<file path="src/crf_pkg.sv">
// package: constants and types for the comm register file slice
package crf_pkg;
    localparam int CRF_VP_COUNT = 8;
    localparam int CRF_SLOT_COUNT = 16;
    localparam int CRF_ADDR_W = 4;
    localparam int CRF_DATA_W = 32;
    // word offsets of the register file
    localparam logic [3:0] CRF_OFS_OVERRIDE = 4'h0;
    localparam logic [3:0] CRF_OFS_PROG_INT = 4'h2;
    localparam logic [3:0] CRF_OFS_PENDING = 4'h3;
    localparam logic [3:0] CRF_OFS_ENABLE = 4'h4;
    localparam logic [3:0] CRF_OFS_TAKEN = 4'h5;
    localparam logic [3:0] CRF_OFS_VP_STATUS = 4'h6;
    localparam logic [3:0] CRF_OFS_SCHED_LOW = 4'h8;
    localparam logic [3:0] CRF_OFS_SCHED_HIGH = 4'h9;
    localparam logic [3:0] CRF_OFS_MAINT = 4'hA;
    localparam logic [3:0] CRF_OFS_COMMAND = 4'hC;
    localparam logic [3:0] CRF_OFS_BASE0 = 4'hD;
    localparam logic [3:0] CRF_OFS_BASE_SEL = 4'hE;
    // event bit positions (bit 7 is the first listed event)
    localparam int CRF_EV_POWER_FAIL = 7;
    localparam int CRF_EV_MEM_PARITY = 6;
    // command word layout: target[15:12] opcode[11:8] address[7:0], flag at bit 16
    localparam int CRF_CMD_W = 16;
    localparam int CRF_CMD_FLAG_BIT = 16;
    localparam logic [7:0] CRF_RESET_BYTE = 8'h00;
    localparam logic [31:0] CRF_RESET_WORD = 32'h00000000;
    localparam logic [15:0] CRF_TRAP_AUTO = 16'h0010;
    localparam int CRF_BASE_W = 16;
    typedef enum logic [1:0] {CRF_CMD_IDLE = 2'b00, CRF_CMD_TAKEN = 2'b01, CRF_CMD_DONE = 2'b10} crf_cmd_state_type;
endpackage : crf_pkg

</file>
<file path="src/crf_link_if.sv">
// interface: register file toward virtual processors and command recipients
interface crf_link_if;
    import crf_pkg::*;
    logic [2:0] slot_vp;
    logic slot_valid;
    logic [CRF_BASE_W-1:0] slot_base;
    logic auto_int_req;
    logic [7:0] prog_int_req;
    logic auto_int_ack;
    logic [7:0] prog_int_ack;
    logic [7:0] event_in;
    logic [CRF_CMD_W-1:0] command_word;
    logic command_transfer_flag;
    logic command_flag_clear;
    logic command_complete;
    modport device (output slot_vp, slot_valid, slot_base, auto_int_req, prog_int_req, command_word,
        command_transfer_flag, input auto_int_ack, prog_int_ack, event_in, command_flag_clear, command_complete);
    modport partner (input slot_vp, slot_valid, slot_base, auto_int_req, prog_int_req, command_word,
        command_transfer_flag, output auto_int_ack, prog_int_ack, event_in, command_flag_clear, command_complete);
endinterface : crf_link_if

</file>
<file path="src/crf_device.sv">
// device end: interrupt bytes, time slot table, base registers, common command word
// Notes on behaviour
// [RQ1] pending bits set by events, cleared on reaction
// [RQ2] event order power parity protect break stop disc opcode cp
// [RQ3] software writes enable; reaction clears enable bits
// [RQ4] taken byte set by hardware, cleared by software
// [RQ5] select slot owner base register for address
// [RQ6] software loads each processor base register
// [RQ7] schedule entry: assign flag plus processor number
// [RQ8] slot counter walks 0..15 and wraps
// [RQ9] adjacent run: only first and alternate slots granted
// [RQ10] slot 0 owner from switch unless test mode
// [RQ11] override byte invalidates owning processor slots
// [RQ12] maintenance fields alter slot usage
// [RQ13] command word presented to all units
// [RQ14] software sets transfer flag after placing command
// [RQ15] recipient clears transfer flag
// [RQ16] recipient reports completion via complete bit; for deferred opcodes the partner only clears the flag
// [RQ17] interrupt only when pending and enabled
// [RQ18] reaction clears enables of equal/lower priority; for any event below parity the code clears all of bits 5..0
// [RQ19] processor traps to location 10 hex
// [RQ20] programmed bit i interrupts processor i, auto-cleared
// [RQ21] event in clear cycle stays pending
// [RQ22] slot choice registered one slot ahead
//
// Design decision made here: the plain strobed port.
module crf_device
(
    input wire logic REF_CLK,
    input wire logic RST_B,
    input wire logic [crf_pkg::CRF_ADDR_W-1:0] ADDR,
    input wire logic [crf_pkg::CRF_DATA_W-1:0] WDATA,
    input wire logic WR,
    input wire logic RD,
    output logic [crf_pkg::CRF_DATA_W-1:0] RDATA,
    input wire logic [2:0] PROCESSOR_SELECT_SWITCH,
    input wire logic TEST_MODE,
    crf_link_if.device LINK
);
    import crf_pkg::*;

    // ----------------------------------------------------------------
    // register state
    // ----------------------------------------------------------------
    logic [7:0] slot_override_control;
    logic [7:0] programmed_interrupt_control;
    logic [7:0] pending_events;
    logic [7:0] event_enable;
    logic [7:0] taken_interrupts;
    logic [31:0] slot_schedule_low;
    logic [31:0] slot_schedule_high;
    logic [CRF_CMD_W-1:0] common_command_word;
    logic command_transfer_flag;
    logic command_complete_seen;
    logic [CRF_BASE_W-1:0] base_reg [CRF_VP_COUNT];
    logic [2:0] base_sel;
    // maintenance: [0] burst hold, [1] force processor, [4:2] processor
    logic [4:0] maint_ctrl;
    logic [3:0] slot_count;
    logic [7:0] event_s1;
    logic [7:0] event_s2;
    logic test_s1;
    logic test_s2;
    logic [2:0] sel_s1;
    logic [2:0] sel_s2;
    logic [2:0] slot_vp;
    logic slot_valid;
    logic [2:0] prev_vp;
    logic prev_valid;
    logic prev_granted;
    logic auto_int_req;
    logic [7:0] prog_int_req;
    logic [CRF_BASE_W-1:0] slot_base;

    wire logic wr_hit_pend = WR && (ADDR == CRF_OFS_PENDING);
    wire logic react = LINK.auto_int_ack;
    wire logic [7:0] firing = pending_events & event_enable;

    // ----------------------------------------------------------------
    // pin synchronisers
    // ----------------------------------------------------------------
    always_ff @(posedge REF_CLK)
    begin
        event_s1 <= LINK.event_in;
        event_s2 <= event_s1;
        test_s1 <= TEST_MODE;
        test_s2 <= test_s1;
        sel_s1 <= PROCESSOR_SELECT_SWITCH;
        sel_s2 <= sel_s1;
    end

    // ----------------------------------------------------------------
    // automatic interrupt bytes
    // ----------------------------------------------------------------
    // power fail is bit 7, stop button bit 3, cp interrupt bit 0 [RQ2]
    always_ff @(posedge REF_CLK)
    begin
        if (!RST_B)
            pending_events <= CRF_RESET_BYTE;
        else
        begin
            // software may only erase; a fresh event outranks any clear [RQ1] [RQ21]
            pending_events <= ((wr_hit_pend ? (pending_events & WDATA[7:0]) : pending_events)
                & ~(react ? firing : 8'h00)) | event_s2;
        end
    end

    function automatic logic [7:0] lower_mask(input logic [7:0] f);
        if (f[CRF_EV_POWER_FAIL])
            return 8'hFF;
        else if (f[CRF_EV_MEM_PARITY])
            return 8'h7F;
        else if (f != 8'h00)
            return 8'h3F;
        else
            return 8'h00;
    endfunction : lower_mask

    always_ff @(posedge REF_CLK)
    begin
        if (!RST_B)
            event_enable <= CRF_RESET_BYTE;
        else if (react)
            event_enable <= event_enable & ~lower_mask(firing); // [RQ3] [RQ18]
        else if (WR && ADDR == CRF_OFS_ENABLE)
            event_enable <= WDATA[7:0]; // [RQ3]
    end

    always_ff @(posedge REF_CLK)
    begin
        if (!RST_B)
            taken_interrupts <= CRF_RESET_BYTE;
        else
            // hardware set wins over the software clear [RQ4]
            taken_interrupts <= ((WR && ADDR == CRF_OFS_TAKEN) ? (taken_interrupts & WDATA[7:0])
                : taken_interrupts) | (react ? firing : 8'h00);
    end

    // the trap address CRF_TRAP_AUTO is applied by the processor on ack [RQ19]
    always_ff @(posedge REF_CLK)
    begin
        if (!RST_B)
            auto_int_req <= 1'b0;
        else
            auto_int_req <= (firing & ~(react ? firing : 8'h00)) != 8'h00; // [RQ17]
    end

    // ----------------------------------------------------------------
    // programmed interrupts
    // ----------------------------------------------------------------
    always_ff @(posedge REF_CLK)
    begin
        if (!RST_B)
            programmed_interrupt_control <= CRF_RESET_BYTE;
        else if (WR && ADDR == CRF_OFS_PROG_INT)
            programmed_interrupt_control <= WDATA[7:0] & ~LINK.prog_int_ack;
        else
            programmed_interrupt_control <= programmed_interrupt_control & ~LINK.prog_int_ack; // [RQ20]
    end

    always_ff @(posedge REF_CLK)
    begin
        if (!RST_B)
            prog_int_req <= 8'h00;
        else
            prog_int_req <= programmed_interrupt_control & ~LINK.prog_int_ack; // [RQ20]
    end

    // ----------------------------------------------------------------
    // schedule table, override, base registers, maintenance
    // ----------------------------------------------------------------
    always_ff @(posedge REF_CLK)
    begin
        if (!RST_B)
        begin
            slot_override_control <= CRF_RESET_BYTE;
            slot_schedule_low <= CRF_RESET_WORD;
            slot_schedule_high <= CRF_RESET_WORD;
            maint_ctrl <= 5'h00;
            base_sel <= 3'h0;
        end
        else if (WR)
        begin
            case (ADDR)
                CRF_OFS_OVERRIDE: slot_override_control <= WDATA[7:0];
                CRF_OFS_SCHED_LOW: slot_schedule_low <= WDATA;
                CRF_OFS_SCHED_HIGH: slot_schedule_high <= WDATA;
                CRF_OFS_MAINT: maint_ctrl <= WDATA[4:0];
                CRF_OFS_BASE_SEL: base_sel <= WDATA[2:0];
                default: ;
            endcase
        end
    end

    // base registers are loaded by software through a select register [RQ6]
    always_ff @(posedge REF_CLK)
    begin
        if (WR && ADDR == CRF_OFS_BASE0)
            base_reg[base_sel] <= WDATA[CRF_BASE_W-1:0];
    end

    // entry n: 4-bit nibble, flag at msb; slot order 0,8,1,9.. in low word, 4,12,5,13.. in high word [RQ7]
    function automatic logic [3:0] slot_assign_entry(input logic [3:0] s, input logic [31:0] lo,
        input logic [31:0] hi);
        logic [31:0] w;
        logic [2:0] pos;
        w = s[2] ? hi : lo;
        pos = {s[1:0], s[3]};
        return w[31 - 4*pos -: 4];
    endfunction : slot_assign_entry

    // ----------------------------------------------------------------
    // slot sequencing, one slot ahead
    // ----------------------------------------------------------------
    logic [3:0] next_slot;
    logic [3:0] next_entry;
    logic [2:0] next_vp;
    logic next_valid;
    always_comb
    begin
        next_slot = slot_count + 4'h1; // wraps 15 to 0 [RQ8]
        next_entry = slot_assign_entry(next_slot, slot_schedule_low, slot_schedule_high); // [RQ8]
        next_vp = next_entry[2:0];
        next_valid = next_entry[3]; // [RQ7]
        if (next_slot == 4'h0 && !test_s2)
        begin
            next_vp = sel_s2; // [RQ10]
            next_valid = 1'b1;
        end
        if (slot_override_control[3'h7 - next_vp])
            next_valid = 1'b0; // [RQ11]
        if (next_valid && prev_valid && prev_vp == next_vp && prev_granted)
            next_valid = 1'b0; // [RQ9]
        if (maint_ctrl[1])
            next_valid = next_valid && next_vp == maint_ctrl[4:2]; // [RQ12]
        if (maint_ctrl[0])
            next_valid = 1'b0; // [RQ12]
    end

    always_ff @(posedge REF_CLK)
    begin
        if (!RST_B)
        begin
            slot_count <= 4'hF;
            slot_vp <= 3'h0;
            slot_valid <= 1'b0;
            prev_vp <= 3'h0;
            prev_valid <= 1'b0;
            prev_granted <= 1'b0;
            slot_base <= '0;
        end
        else
        begin
            slot_count <= next_slot; // [RQ8]
            slot_vp <= next_vp; // [RQ22]
            slot_valid <= next_valid; // [RQ22]
            slot_base <= base_reg[next_vp]; // [RQ5]
            prev_vp <= next_vp;
            prev_valid <= next_entry[3] || (next_slot == 4'h0 && !test_s2);
            prev_granted <= next_valid;
        end
    end

    // ----------------------------------------------------------------
    // common command word and transfer flag
    // ----------------------------------------------------------------
    always_ff @(posedge REF_CLK)
    begin
        if (!RST_B)
        begin
            common_command_word <= 16'h0000;
            command_transfer_flag <= 1'b0;
        end
        else if (WR && ADDR == CRF_OFS_COMMAND)
        begin
            common_command_word <= WDATA[CRF_CMD_W-1:0]; // [RQ13]
            command_transfer_flag <= WDATA[CRF_CMD_FLAG_BIT]; // [RQ14]
        end
        else if (LINK.command_flag_clear)
            command_transfer_flag <= 1'b0; // [RQ15]
    end

    // recipient completion kept sticky for software, cleared by a command write [RQ16]
    always_ff @(posedge REF_CLK)
    begin
        if (!RST_B)
            command_complete_seen <= 1'b0;
        else if (LINK.command_complete)
            command_complete_seen <= 1'b1;
        else if (WR && ADDR == CRF_OFS_COMMAND)
            command_complete_seen <= 1'b0;
    end

    // ----------------------------------------------------------------
    // read port, data one cycle after the strobe
    // ----------------------------------------------------------------
    always_ff @(posedge REF_CLK)
    begin
        if (!RST_B)
            RDATA <= CRF_RESET_WORD;
        else if (RD)
        begin
            case (ADDR)
                CRF_OFS_OVERRIDE: RDATA <= {24'h000000, slot_override_control};
                CRF_OFS_PROG_INT: RDATA <= {24'h000000, programmed_interrupt_control};
                CRF_OFS_PENDING: RDATA <= {24'h000000, pending_events};
                CRF_OFS_ENABLE: RDATA <= {24'h000000, event_enable};
                CRF_OFS_TAKEN: RDATA <= {24'h000000, taken_interrupts};
                CRF_OFS_VP_STATUS: RDATA <= {24'h000000, slot_valid, slot_vp, slot_count};
                CRF_OFS_SCHED_LOW: RDATA <= slot_schedule_low;
                CRF_OFS_SCHED_HIGH: RDATA <= slot_schedule_high;
                CRF_OFS_MAINT: RDATA <= {27'h0000000, maint_ctrl};
                CRF_OFS_COMMAND: RDATA <= {14'h0000, command_complete_seen, command_transfer_flag,
                    common_command_word};
                CRF_OFS_BASE0: RDATA <= {16'h0000, base_reg[base_sel]};
                CRF_OFS_BASE_SEL: RDATA <= {29'h00000000, base_sel};
                default: RDATA <= CRF_RESET_WORD;
            endcase
        end
    end

    assign LINK.slot_vp = slot_vp;
    assign LINK.slot_valid = slot_valid;
    assign LINK.slot_base = slot_base;
    assign LINK.auto_int_req = auto_int_req;
    assign LINK.prog_int_req = prog_int_req;
    assign LINK.command_word = common_command_word; // [RQ13]
    assign LINK.command_transfer_flag = command_transfer_flag;
endmodule : crf_device

</file>
<file path="src/flat_wrapper.sv">
// flat-port wrapper written by rule: the top's interface ports become plain ports
module crf_device_flat import crf_pkg::*;
  (REF_CLK, RST_B, ADDR, WDATA, WR, RD, RDATA, PROCESSOR_SELECT_SWITCH, TEST_MODE, LINK_slot_vp, LINK_slot_valid, LINK_slot_base, LINK_auto_int_req, LINK_prog_int_req, LINK_command_word, LINK_command_transfer_flag, LINK_auto_int_ack, LINK_prog_int_ack, LINK_event_in, LINK_command_flag_clear, LINK_command_complete);
  crf_link_if LINK_i ();
  input wire logic REF_CLK;
  input wire logic RST_B;
  input wire logic [crf_pkg::CRF_ADDR_W-1:0] ADDR;
  input wire logic [crf_pkg::CRF_DATA_W-1:0] WDATA;
  input wire logic WR;
  input wire logic RD;
  output logic [crf_pkg::CRF_DATA_W-1:0] RDATA;
  input wire logic [2:0] PROCESSOR_SELECT_SWITCH;
  input wire logic TEST_MODE;
  output wire logic [$bits(LINK_i.slot_vp)-1:0] LINK_slot_vp;
  output wire logic [$bits(LINK_i.slot_valid)-1:0] LINK_slot_valid;
  output wire logic [$bits(LINK_i.slot_base)-1:0] LINK_slot_base;
  output wire logic [$bits(LINK_i.auto_int_req)-1:0] LINK_auto_int_req;
  output wire logic [$bits(LINK_i.prog_int_req)-1:0] LINK_prog_int_req;
  output wire logic [$bits(LINK_i.command_word)-1:0] LINK_command_word;
  output wire logic [$bits(LINK_i.command_transfer_flag)-1:0] LINK_command_transfer_flag;
  input wire logic [$bits(LINK_i.auto_int_ack)-1:0] LINK_auto_int_ack;
  input wire logic [$bits(LINK_i.prog_int_ack)-1:0] LINK_prog_int_ack;
  input wire logic [$bits(LINK_i.event_in)-1:0] LINK_event_in;
  input wire logic [$bits(LINK_i.command_flag_clear)-1:0] LINK_command_flag_clear;
  input wire logic [$bits(LINK_i.command_complete)-1:0] LINK_command_complete;
  assign LINK_slot_vp = LINK_i.slot_vp;
  assign LINK_slot_valid = LINK_i.slot_valid;
  assign LINK_slot_base = LINK_i.slot_base;
  assign LINK_auto_int_req = LINK_i.auto_int_req;
  assign LINK_prog_int_req = LINK_i.prog_int_req;
  assign LINK_command_word = LINK_i.command_word;
  assign LINK_command_transfer_flag = LINK_i.command_transfer_flag;
  assign LINK_i.auto_int_ack = LINK_auto_int_ack;
  assign LINK_i.prog_int_ack = LINK_prog_int_ack;
  assign LINK_i.event_in = LINK_event_in;
  assign LINK_i.command_flag_clear = LINK_command_flag_clear;
  assign LINK_i.command_complete = LINK_command_complete;
  crf_device u_core (.REF_CLK(REF_CLK), .RST_B(RST_B), .ADDR(ADDR), .WDATA(WDATA), .WR(WR), .RD(RD), .RDATA(RDATA), .PROCESSOR_SELECT_SWITCH(PROCESSOR_SELECT_SWITCH), .TEST_MODE(TEST_MODE), .LINK(LINK_i));
endmodule
</file>
<file path="config.mk">
export PLATFORM = sky130hd
export DESIGN_NAME = crf_device_flat
export DESIGN_NICKNAME = d
export VERILOG_FILES = /design/src/crf_pkg.sv /design/src/crf_link_if.sv /design/src/crf_device.sv /design/src/flat_wrapper.sv
export SDC_FILE = /design/constraint.sdc
export NUM_CORES = 1
export LEC_CHECK = 0
export BUFFER_PORTS_ARGS = -buffer_cell sky130_fd_sc_hd__buf_4
export CAP_MARGIN = 20
export CORE_MARGIN = 1.5
export CORE_UTILIZATION = 64
export CTS_CLUSTER_DIAMETER = 80
export DETAILED_ROUTE_END_ITERATION = 7
export PLACE_DENSITY = 0.85
export SYNTH_ARGS = -nofsm -noshare
export SYNTH_HDL_FRONTEND = slang
export SYNTH_SLANG_ARGS = --single-unit
</file>
<file path="constraint.sdc">
create_clock -name REF_CLK -period 8.3 [get_ports REF_CLK]
set_input_delay 0.415 -clock REF_CLK [delete_from_list [all_inputs] [get_ports REF_CLK]]
set_output_delay 0.415 -clock REF_CLK [all_outputs]
set_load 0.01 [all_outputs]
</file>
Yosys cells after proc, flatten, opt, wreduce, memory -nomap -nowiden
Memories as Yosys holds them, arrays and structs flattened. A register that Yosys moved wholly into a read port is not among the register bits.
Index checks and enable logic that the tools add are counted.
Cells by class
  magnitude comparators: 1
  add/subtract/negate cells: 3
  bitwise logic cells: 14
  equality and inequality tests: 13
  shift operators: 1
  multiplexer cells: 28
  reductions and logical operators: 27
Operator list (count)
  $pmux W32 S12: 1
  $mux W8: 10
  $and A8 B8 Y8: 8
  $shiftx A35 B33 Y4: 1
  $mux W32: 1
  $eq A4 B4 Y1 const B: 6
  $not A8 Y8: 3
  $or A8 B8 Y8: 2
  $reduce_bool A8 Y1: 2
  $eq A4 B3 Y1 const B: 3
  $logic_and A1 B1 Y1: 11
  $mux W1: 11
  $reduce_and A2 Y1: 5
  $mux W3: 3
  $eq A4 B2 Y1 const B: 2
  $logic_not A4 Y1: 2
  $eq A3 B3 Y1: 2
  $mux W6: 1
  $reduce_bool A2 Y1: 3
  $sub A5 B5 Y6 const A: 1
  $add A4 B1 Y4 const B: 1
  $lt A3 B4 Y1 const B: 1
  $bmux W1 S3: 1
  $sub A3 B3 Y3 const A: 1
  other kinds (4): 5
Word-level totals
  memories: 1
  bits of input ports: 63
  register bits: 204
  output and inout bits: 78
  word-level logic and storage cells: 113
  bits in writable memories: 128
Memory list
  u_core.base_reg: depth 8, width 16, read ports 2, clocked after Yosys merged registers in 2, write ports 1, RTL line crf_device.sv:55  | logic [CRF_BASE_W-1:0] base_reg [CRF_VP_COUNT];

Longest topological paths before layout
Gate-level depths: netlist of run 1.
  word-level depth: 14
  gate-level depth with buffers: 13

Worst setup path before layout of run 1
OpenSTA, ideal clock, no wires.
  path type: input-to-reg
  from: input port ADDR[0] in the netlist's numbering
  to: memory u_core.base_reg[2][0] (enable)
  library setup time: 430 ps
  slack: 5148 ps
  arrival time: 2722 ps
  stages: 5
  cell sequence: nor2b_1 > clkbuf_1 > nand3_1 > clkbuf_1 > nor4_1
Between the ends
  word-level cells in the longest chain between the ends: 4
Ends and longest elaborated chain
  start, declared: RTL line flat_wrapper.sv:7  | input wire logic [crf_pkg::CRF_ADDR_W-1:0] ADDR;
  $eq A4 B4 Y1: RTL line crf_device.sv:198  | if (WR && ADDR == CRF_OFS_BASE0)
  $logic_and A1 B1 Y1: RTL line crf_device.sv:198
  $mux W1: RTL line crf_device.sv:198
  $mux W1 (not written as such): RTL line crf_device.sv:199  | base_reg[base_sel] <= WDATA[CRF_BASE_W-1:0];
  end, declared: RTL line crf_device.sv:55
No other way between the ends.

Worst setup path in the final report of run 1
  from: register u_core.slot_count[0]
  to: register u_core.slot_valid (netlist: u_core.LINK.slot_valid)
Between the ends
  word-level cells in the longest chain between the ends: 14
  elaborated cells between the ends (all ways): 20
  classes of those cells: add/sub (3); eq/ne (2); shift (1); mux (8); reduce/logical (6)
Ends and longest elaborated chain
  start, declared: RTL line crf_device.sv:59  | logic [3:0] slot_count;
  start signal, assigned: RTL line crf_device.sv:254  | slot_count <= next_slot;
  $add A4 B1 Y4 (*): RTL line crf_device.sv:221  | next_slot = slot_count + 4'h1;
  $sub A5 B5 Y6 (tied with other cells): RTL line crf_device.sv:209  | return w[31 - 4*pos -: 4];
  $shiftx A35 B33 Y4 or $logic_and A1 B1 Y1 (tied branches): RTL line crf_device.sv:209, crf_device.sv:225
  $mux W3: RTL line crf_device.sv:225  | if (next_slot == 4'h0 && !test_s2)
  $sub A3 B3 Y3: RTL line crf_device.sv:230  | if (slot_override_control[3'h7 - next_vp])
  $bmux W1 S3: RTL line crf_device.sv:230
  $mux W1 (not written as such): RTL line crf_device.sv:230
  $mux W1: RTL line crf_device.sv:230
  $logic_and A1 B1 Y1 (3 in a row): RTL line crf_device.sv:232  | if (next_valid && prev_valid && prev_vp == next_vp && prev_granted)
  $mux W1: RTL line crf_device.sv:232
  $logic_and A1 B1 Y1: RTL line crf_device.sv:235  | next_valid = next_valid && next_vp == maint_ctrl[4:2];
  $mux W1 (*): RTL line crf_device.sv:234  | if (maint_ctrl[1])
  end signal, assigned: RTL line crf_device.sv:256  | slot_valid <= next_valid;
  end, declared: RTL line crf_device.sv:67  | logic slot_valid;
Mark *: on every way between the ends. The rest lies on a longest branch, timed or not. The select of a mux whose other input is x is not followed.
A chain may end at the register's enable or synchronous reset.

==> flow_metrics.tcl, run 1 <==
set metrics [dict create \
    outcome "completed" \
    grtUsageTotal_pct 35.7 \
    portBuffers 140 \
    maxCapViolations 0 \
    r2r_end "u_core.LINK.slot_valid" \
    pin_count 141 \
    end_kind "register" \
    period_needed_ps 4110 \
    path_delay_family "compound AO/OA/AOI/OAI gates" \
    fp.dieW_um 158 \
    start_kind "register" \
    path_clk_slew_ps 60 \
    r2r_slack_ps 4190 \
    cts.sinks 351 \
    cts.repair.resized 0 \
    critical_path_arrival_ps 4510 \
    cp_num_cells 11 \
    hold_viol 0 \
    comb_power_share_pct 15.3 \
    synth_warnings 0 \
    routabilityCongestion 0.970 \
    clock.fmax_mhz 243 \
    grt_pass1_wl_um 67000 \
    antennaDiodeCount 0 \
    p_int_w 0.00305 \
    die_h_um 158 \
    fillers 1505 \
    cts_tree "done" \
    hold_buffers 12 \
    syn_avg_cell_area_um2 10.7 \
    grt_setup_unrepaired "no" \
    power_frac_seq_pct 44.8 \
    synth_cell_types 66 \
    period_share_pct 49.6 \
    largest_reg_flops 128 \
    drc 0 \
    path_max_fanout 71 \
    critPathSlowestCell "xor2_2" \
    min-delay-path-class "in -> reg" \
    vias 12500 \
    p_leak_nw 6.24 \
    hpwl_um 26900 \
    grt_overflow 0 \
    slew_headroom_pct 21.2 \
    drt_iter0_markers 1727 \
    required_ps 8700 \
    path_cells "ha_1 -> xor2_2 -> nor3b_1 -> and2_1 -> o41ai_4 -> a31o_2 -> buf_4 -> xnor2_1 -> nand3_1 -> o311ai_1 -> a2111oi_2" \
    root_buffer "clkbuf_16" \
    cts_buffer_depth 3 \
    min_to "u_core.programmed_interrupt_control[7]" \
    grt_pass1_vias 12000 \
    min_from "LINK_prog_int_ack[7]" \
    areaGrowthSynthToFinish_pct 16.9 \
    yosysTopAreaCellShare_pct 29.2 \
    path_class "reg -> reg" \
    ff2ff_path_depth 11 \
    post-synth-top-count-cell "nand2_1" \
    switching_share_pct 26.7 \
    syn-instance-count 1426 \
    antenna_found_initial 0 \
    post-cts-setup-buffers 0 \
    rows 56 \
    start_util_pct 65.1 \
    insertion_delay_ps 540 \
    synth_fp_nets 1491 \
    numCtsBuffers 36 \
    layout-drive-gt1-share_pct 18.3 \
    synth_seq_cells 351 \
    nets 1588 \
    postRouteAntennaNets 0 \
    synth_edf_count 128 \
    htreeDepth 2 \
    synth_top_cell_by_area "dfxtp_1" \
    ir_worst_vdd_mv 0.212 \
    synthArstFlopShare_pct 0 \
    coreArea_mm2 0.0235 \
    multi_input_area_mm2 0.00650 \
    synth_ff_type "dfxtp_1" \
    clkPwrFrac_pct 39.9 \
    die_area_mm2 0.0248 \
    slew_violations 0 \
    p_switching_w 0.00111 \
    seqCellArea_mm2 0.00831 \
    drt-total-wl_um 44000 \
    worst_pin_slew_ps 1180 \
    holdPathStages 2 \
    cpPeakStageDelay_ps 650 \
    ys_seq_area_share_pct 54.4 \
    power_density_mw_per_mm2 233 \
    synthesis.area_mm2 0.0153 \
    synthTopCellsByCount "nand2_1, dfxtp_1, edfxtp_1" \
    wl_per_cell_um 23.5 \
    r2r-start "u_core.slot_count[0]" \
    synth_area_leaders "dfxtp_1, edfxtp_1, nand2_1" \
    worstPathBufferInverterCount 1 \
    setup_violations 0 \
    setup_tns_ps 0 \
    p_total_w 0.00417 \
    viasPerCell 6.69 \
    fin_skew_ps 25.1 \
    grt_max_degree 127 \
    first_pass_iters 6 \
]
worst max-delay path by stage:
stage                              to            startpoint
6_report       u_core.LINK.slot_valid  u_core.slot_count[0]
5_1_grt        u_core.LINK.slot_valid  u_core.slot_count[0]
4_1_cts        u_core.LINK.slot_valid  u_core.slot_count[0]
3_5_place_dp   u_core.LINK.slot_valid  u_core.slot_count[0]
3_3_place_gp   u_core.LINK.slot_valid  u_core.slot_count[0]
2_1_floorplan   u_core.base_reg[2][0]               ADDR[0]
routing by layer:
layer | vias to the layer above | share of wire [%] | GRT usage, %
li1 | 5402 | - | -
met1 | 5961 | 37 | 46.3
met2 | 950 | 47 | 57.9
met3 | 185 | 11 | 6.99
met4 | 0 | 4.5 | 16.9
met5 | - | 0 | 0
cells in the final DEF, fill, tap and decap left out, drive strengths merged, types with 29 or more instances in the layout:
cell	count
a221oi	38
clkbuf	46
nor2b	46
buf	161
dfxtp	223
edfxtp	128
o21ai	31
mux2i	50
a22oi	29
mux4	40
a21oi	84
a21boi	95
nand2	271
power groups by stage:
stage	Combinational (W)	Sequential [W]	Clock, W
after floorplan	0.000412	0.00190	0
after global placement	0.000587	0.00190	0
after detailed placement	0.000608	0.00190	0
after CTS	0.000622	0.00187	0.00166
after global routing	0.000677	0.00187	0.00172
final	0.000638	0.00187	0.00166
kinds of logic after synthesis:
logic type | share of synthesized area (%)
AOI/OAI and AO/OA | 18.0
xor gates and xnor gates | 0.802
adders and majority gates | 0.164
buffers and inverters | 3.61
DFF | 54.4
muxes | 9.39
and+or+nand+nor | 13.7
cell type report:
cell class / instances / area share, %
sequential: 351 / 46.5
multi-input combinational: 940 / 36.4
timing repair buffer: 173 / 7.61
clock buffer: 46 / 5.65
tap: 319 / 2.23
clock inverter: 19 / 1.13
inverter: 21 / 0.441
metrics by stage:
step	setup WS, ps	util, %	std cells	hold WS, ps	area [um^2]
detailed placement	4340	70.2	1789	313	16500
global placement	4480	70.2	1788	313	16500
finish	4190	76.1	1869	31.5	17900
CTS	4260	75.9	1866	30.0	17800
global route	4000	76.1	1869	43.8	17900
floorplan	5150	-	1426	310	15300
(Power assumes the default switching activity.)
==> run 2, diff against run 1 <==
Settings changed: CORE_UTILIZATION 64 to 59, PLACE_DENSITY 0.85 to 0.79.
Clock period 8.3 ns to 4.15 ns, I/O delays scaled along.
==> run 2 against run 1 <==
- combinational power is 110% higher
- clock skew is 2.1 ps lower
- sequential cell count stayed put
- critical endpoint is now u_core.LINK.slot_base[13]
- first-iteration DRC count is 0.52% higher
- die area is 8.3% higher
- clock-buffer cell count is 2 higher
- wire length is 0.73% higher
- largest power group unchanged
- power is 100% higher
- critical path type unchanged
- critical path depth is 1 lower
==> flow_metrics.tcl, run 2 (same netlist as run 1, synthesis figures left out) <==
set metrics [dict create \
    areaGrowthSynthToFinish_pct 19.9 \
    required_ps 4620 \
    coreArea_mm2 0.0253 \
    first_pass_iters 7 \
    drt_iter0_markers 1736 \
    slew_violations 0 \
    grt_pass1_vias 12000 \
    routabilityCongestion 0.930 \
    largest_reg_flops 128 \
    path_clk_slew_ps 60 \
    min_to "u_core.base_reg[5][5]" \
    start_util_pct 60.3 \
    cpPeakStageDelay_ps 620 \
    start_kind "register" \
    rows 58 \
    htreeDepth 2 \
    setup_violations 0 \
    r2r-start "u_core.slot_count[0]" \
    cp_common_cell "nand2_1" \
    fillers 1713 \
    r2r_end "u_core.LINK.slot_base[13]" \
    fp.dieW_um 164 \
    root_buffer "clkbuf_16" \
    ff2ff_path_depth 10 \
    min_from "WDATA[5]" \
    cts.sinks 351 \
    path_class "reg -> reg" \
    postRouteAntennaNets 0 \
    drt-total-wl_um 44300 \
    grt_max_degree 70 \
    numCtsBuffers 36 \
    fin_skew_ps 23.0 \
    path_delay_family "compound AO/OA/AOI/OAI gates" \
    vias 12500 \
    pin_count 141 \
    wl_per_cell_um 23.0 \
    final_util_pct 72.4 \
    maxCapViolations 0 \
    grt_overflow 0 \
    setup_ws_ps 493 \
    grt_pass1_wl_um 67300 \
    insertion_delay_ps 530 \
    hpwl_um 27400 \
    viasPerCell 6.51 \
    die_h_um 164 \
    clock.fmax_mhz 273 \
    p_total_w 0.00849 \
    p_leak_nw 6.46 \
    drc 0 \
    period_needed_ps 3660 \
    power_density_mw_per_mm2 463 \
    slew_headroom_pct 32.1 \
    nets 1634 \
    setup_tns_ps 0 \
    cts_tree "done" \
    post_dp_cell_area_mm2 0.0166 \
    path_cells "ha_1 -> xnor2_1 -> nand2_1 -> a41o_1 -> o41ai_4 -> a31o_2 -> buf_12 -> nand2_1 -> a221oi_1 -> o21a_1" \
    hold_viol 0 \
    outcome "completed" \
    r2r_slack_ps 490 \
    cts_buffer_depth 3 \
    final_cell_mix "nand2_1, dfxtp_1, buf_4, edfxtp_1, a21boi_0" \
    worst_pin_slew_ps 1020 \
    post-cts-setup-buffers 0 \
    critical_path_arrival_ps 4130 \
    period_share_pct 88.1 \
    path_max_fanout 26 \
    grtUsageTotal_pct 33.0 \
    critPathSlowestCell "xnor2_1" \
    end_kind "register" \
    grt_setup_unrepaired "no" \
    final_area_mm2 0.0183 \
    worstPathBufferInverterCount 1 \
    ir_worst_vdd_mv 0.360 \
    pre_cts_slack_ps 630 \
    portBuffers 140 \
    layout-drive-gt1-share_pct 18.4 \
    final_common_cell "nand2_1" \
    antennaDiodeCount 0 \
    antenna_found_initial 0 \
    die_area_mm2 0.0269 \
    min-delay-path-class "in -> reg" \
    holdPathStages 1 \
]
-- run 2: cell types whose count changed in the layout (fill, tap and decap cells not counted), sizes merged, moves of 2 or more --
cell / change
buf: +11
clkbuf: +2
clkinv: -2
dlygate4sd3: +35
-- run 2: how the worst max path moves through the flow --
stage,from,end,slack [ps],cells after the start
after floorplan,ADDR[0],u_core.base_reg[2][0],1210,5
after global placement,u_core.slot_count[0],u_core.LINK.slot_base[13],750,10
after detailed placement,u_core.slot_count[0],u_core.LINK.slot_base[13],630,10
after CTS,u_core.slot_count[0],u_core.LINK.slot_base[13],560,10
after global routing,u_core.slot_count[0],u_core.LINK.slot_valid,360,10
final,u_core.slot_count[0],u_core.LINK.slot_base[13],490,10
-- run 2: timing repair --
item                      4_1_cts  5_1_grt
resized for setup               0        0
hold endpoints to repair      131        0
hold buffers                   47        0
-- run 2: stage by stage --
step	instances	hold slack [ps]
after floorplan	1426	235
after global placement	1813	310
after detailed placement	1814	313
after CTS	1927	44.2
after global routing	1927	55.7
final	1927	65.1
-- run 2: layer usage --
metal	track usage [%]	vias up	share of wire [%]
met1	44.4	6013	38
met5	0	-	0
met3	6.11	165	11
met4	15.3	0	4.6
li1	-	5498	-
met2	52.0	862	46
-- run 2: final cells by class --
type	instances	area (um^2)	area share, %
flip-flops and latches	351	8310	45.3
multi-input cells	940	6480	35.4
repair buffers	219	1790	9.79
clock buffers	48	1020	5.55
well taps	330	413	2.25
clock inverters	18	233	1.27
inverters	21	78.8	0.430
-- run 2: power breakdown --
part           total [W]  switching, W  internal (W)
registers        0.00374     0.0000810       0.00366
logic            0.00135      0.000817      0.000529
clock network    0.00340       0.00135       0.00205
total            0.00849       0.00225       0.00624
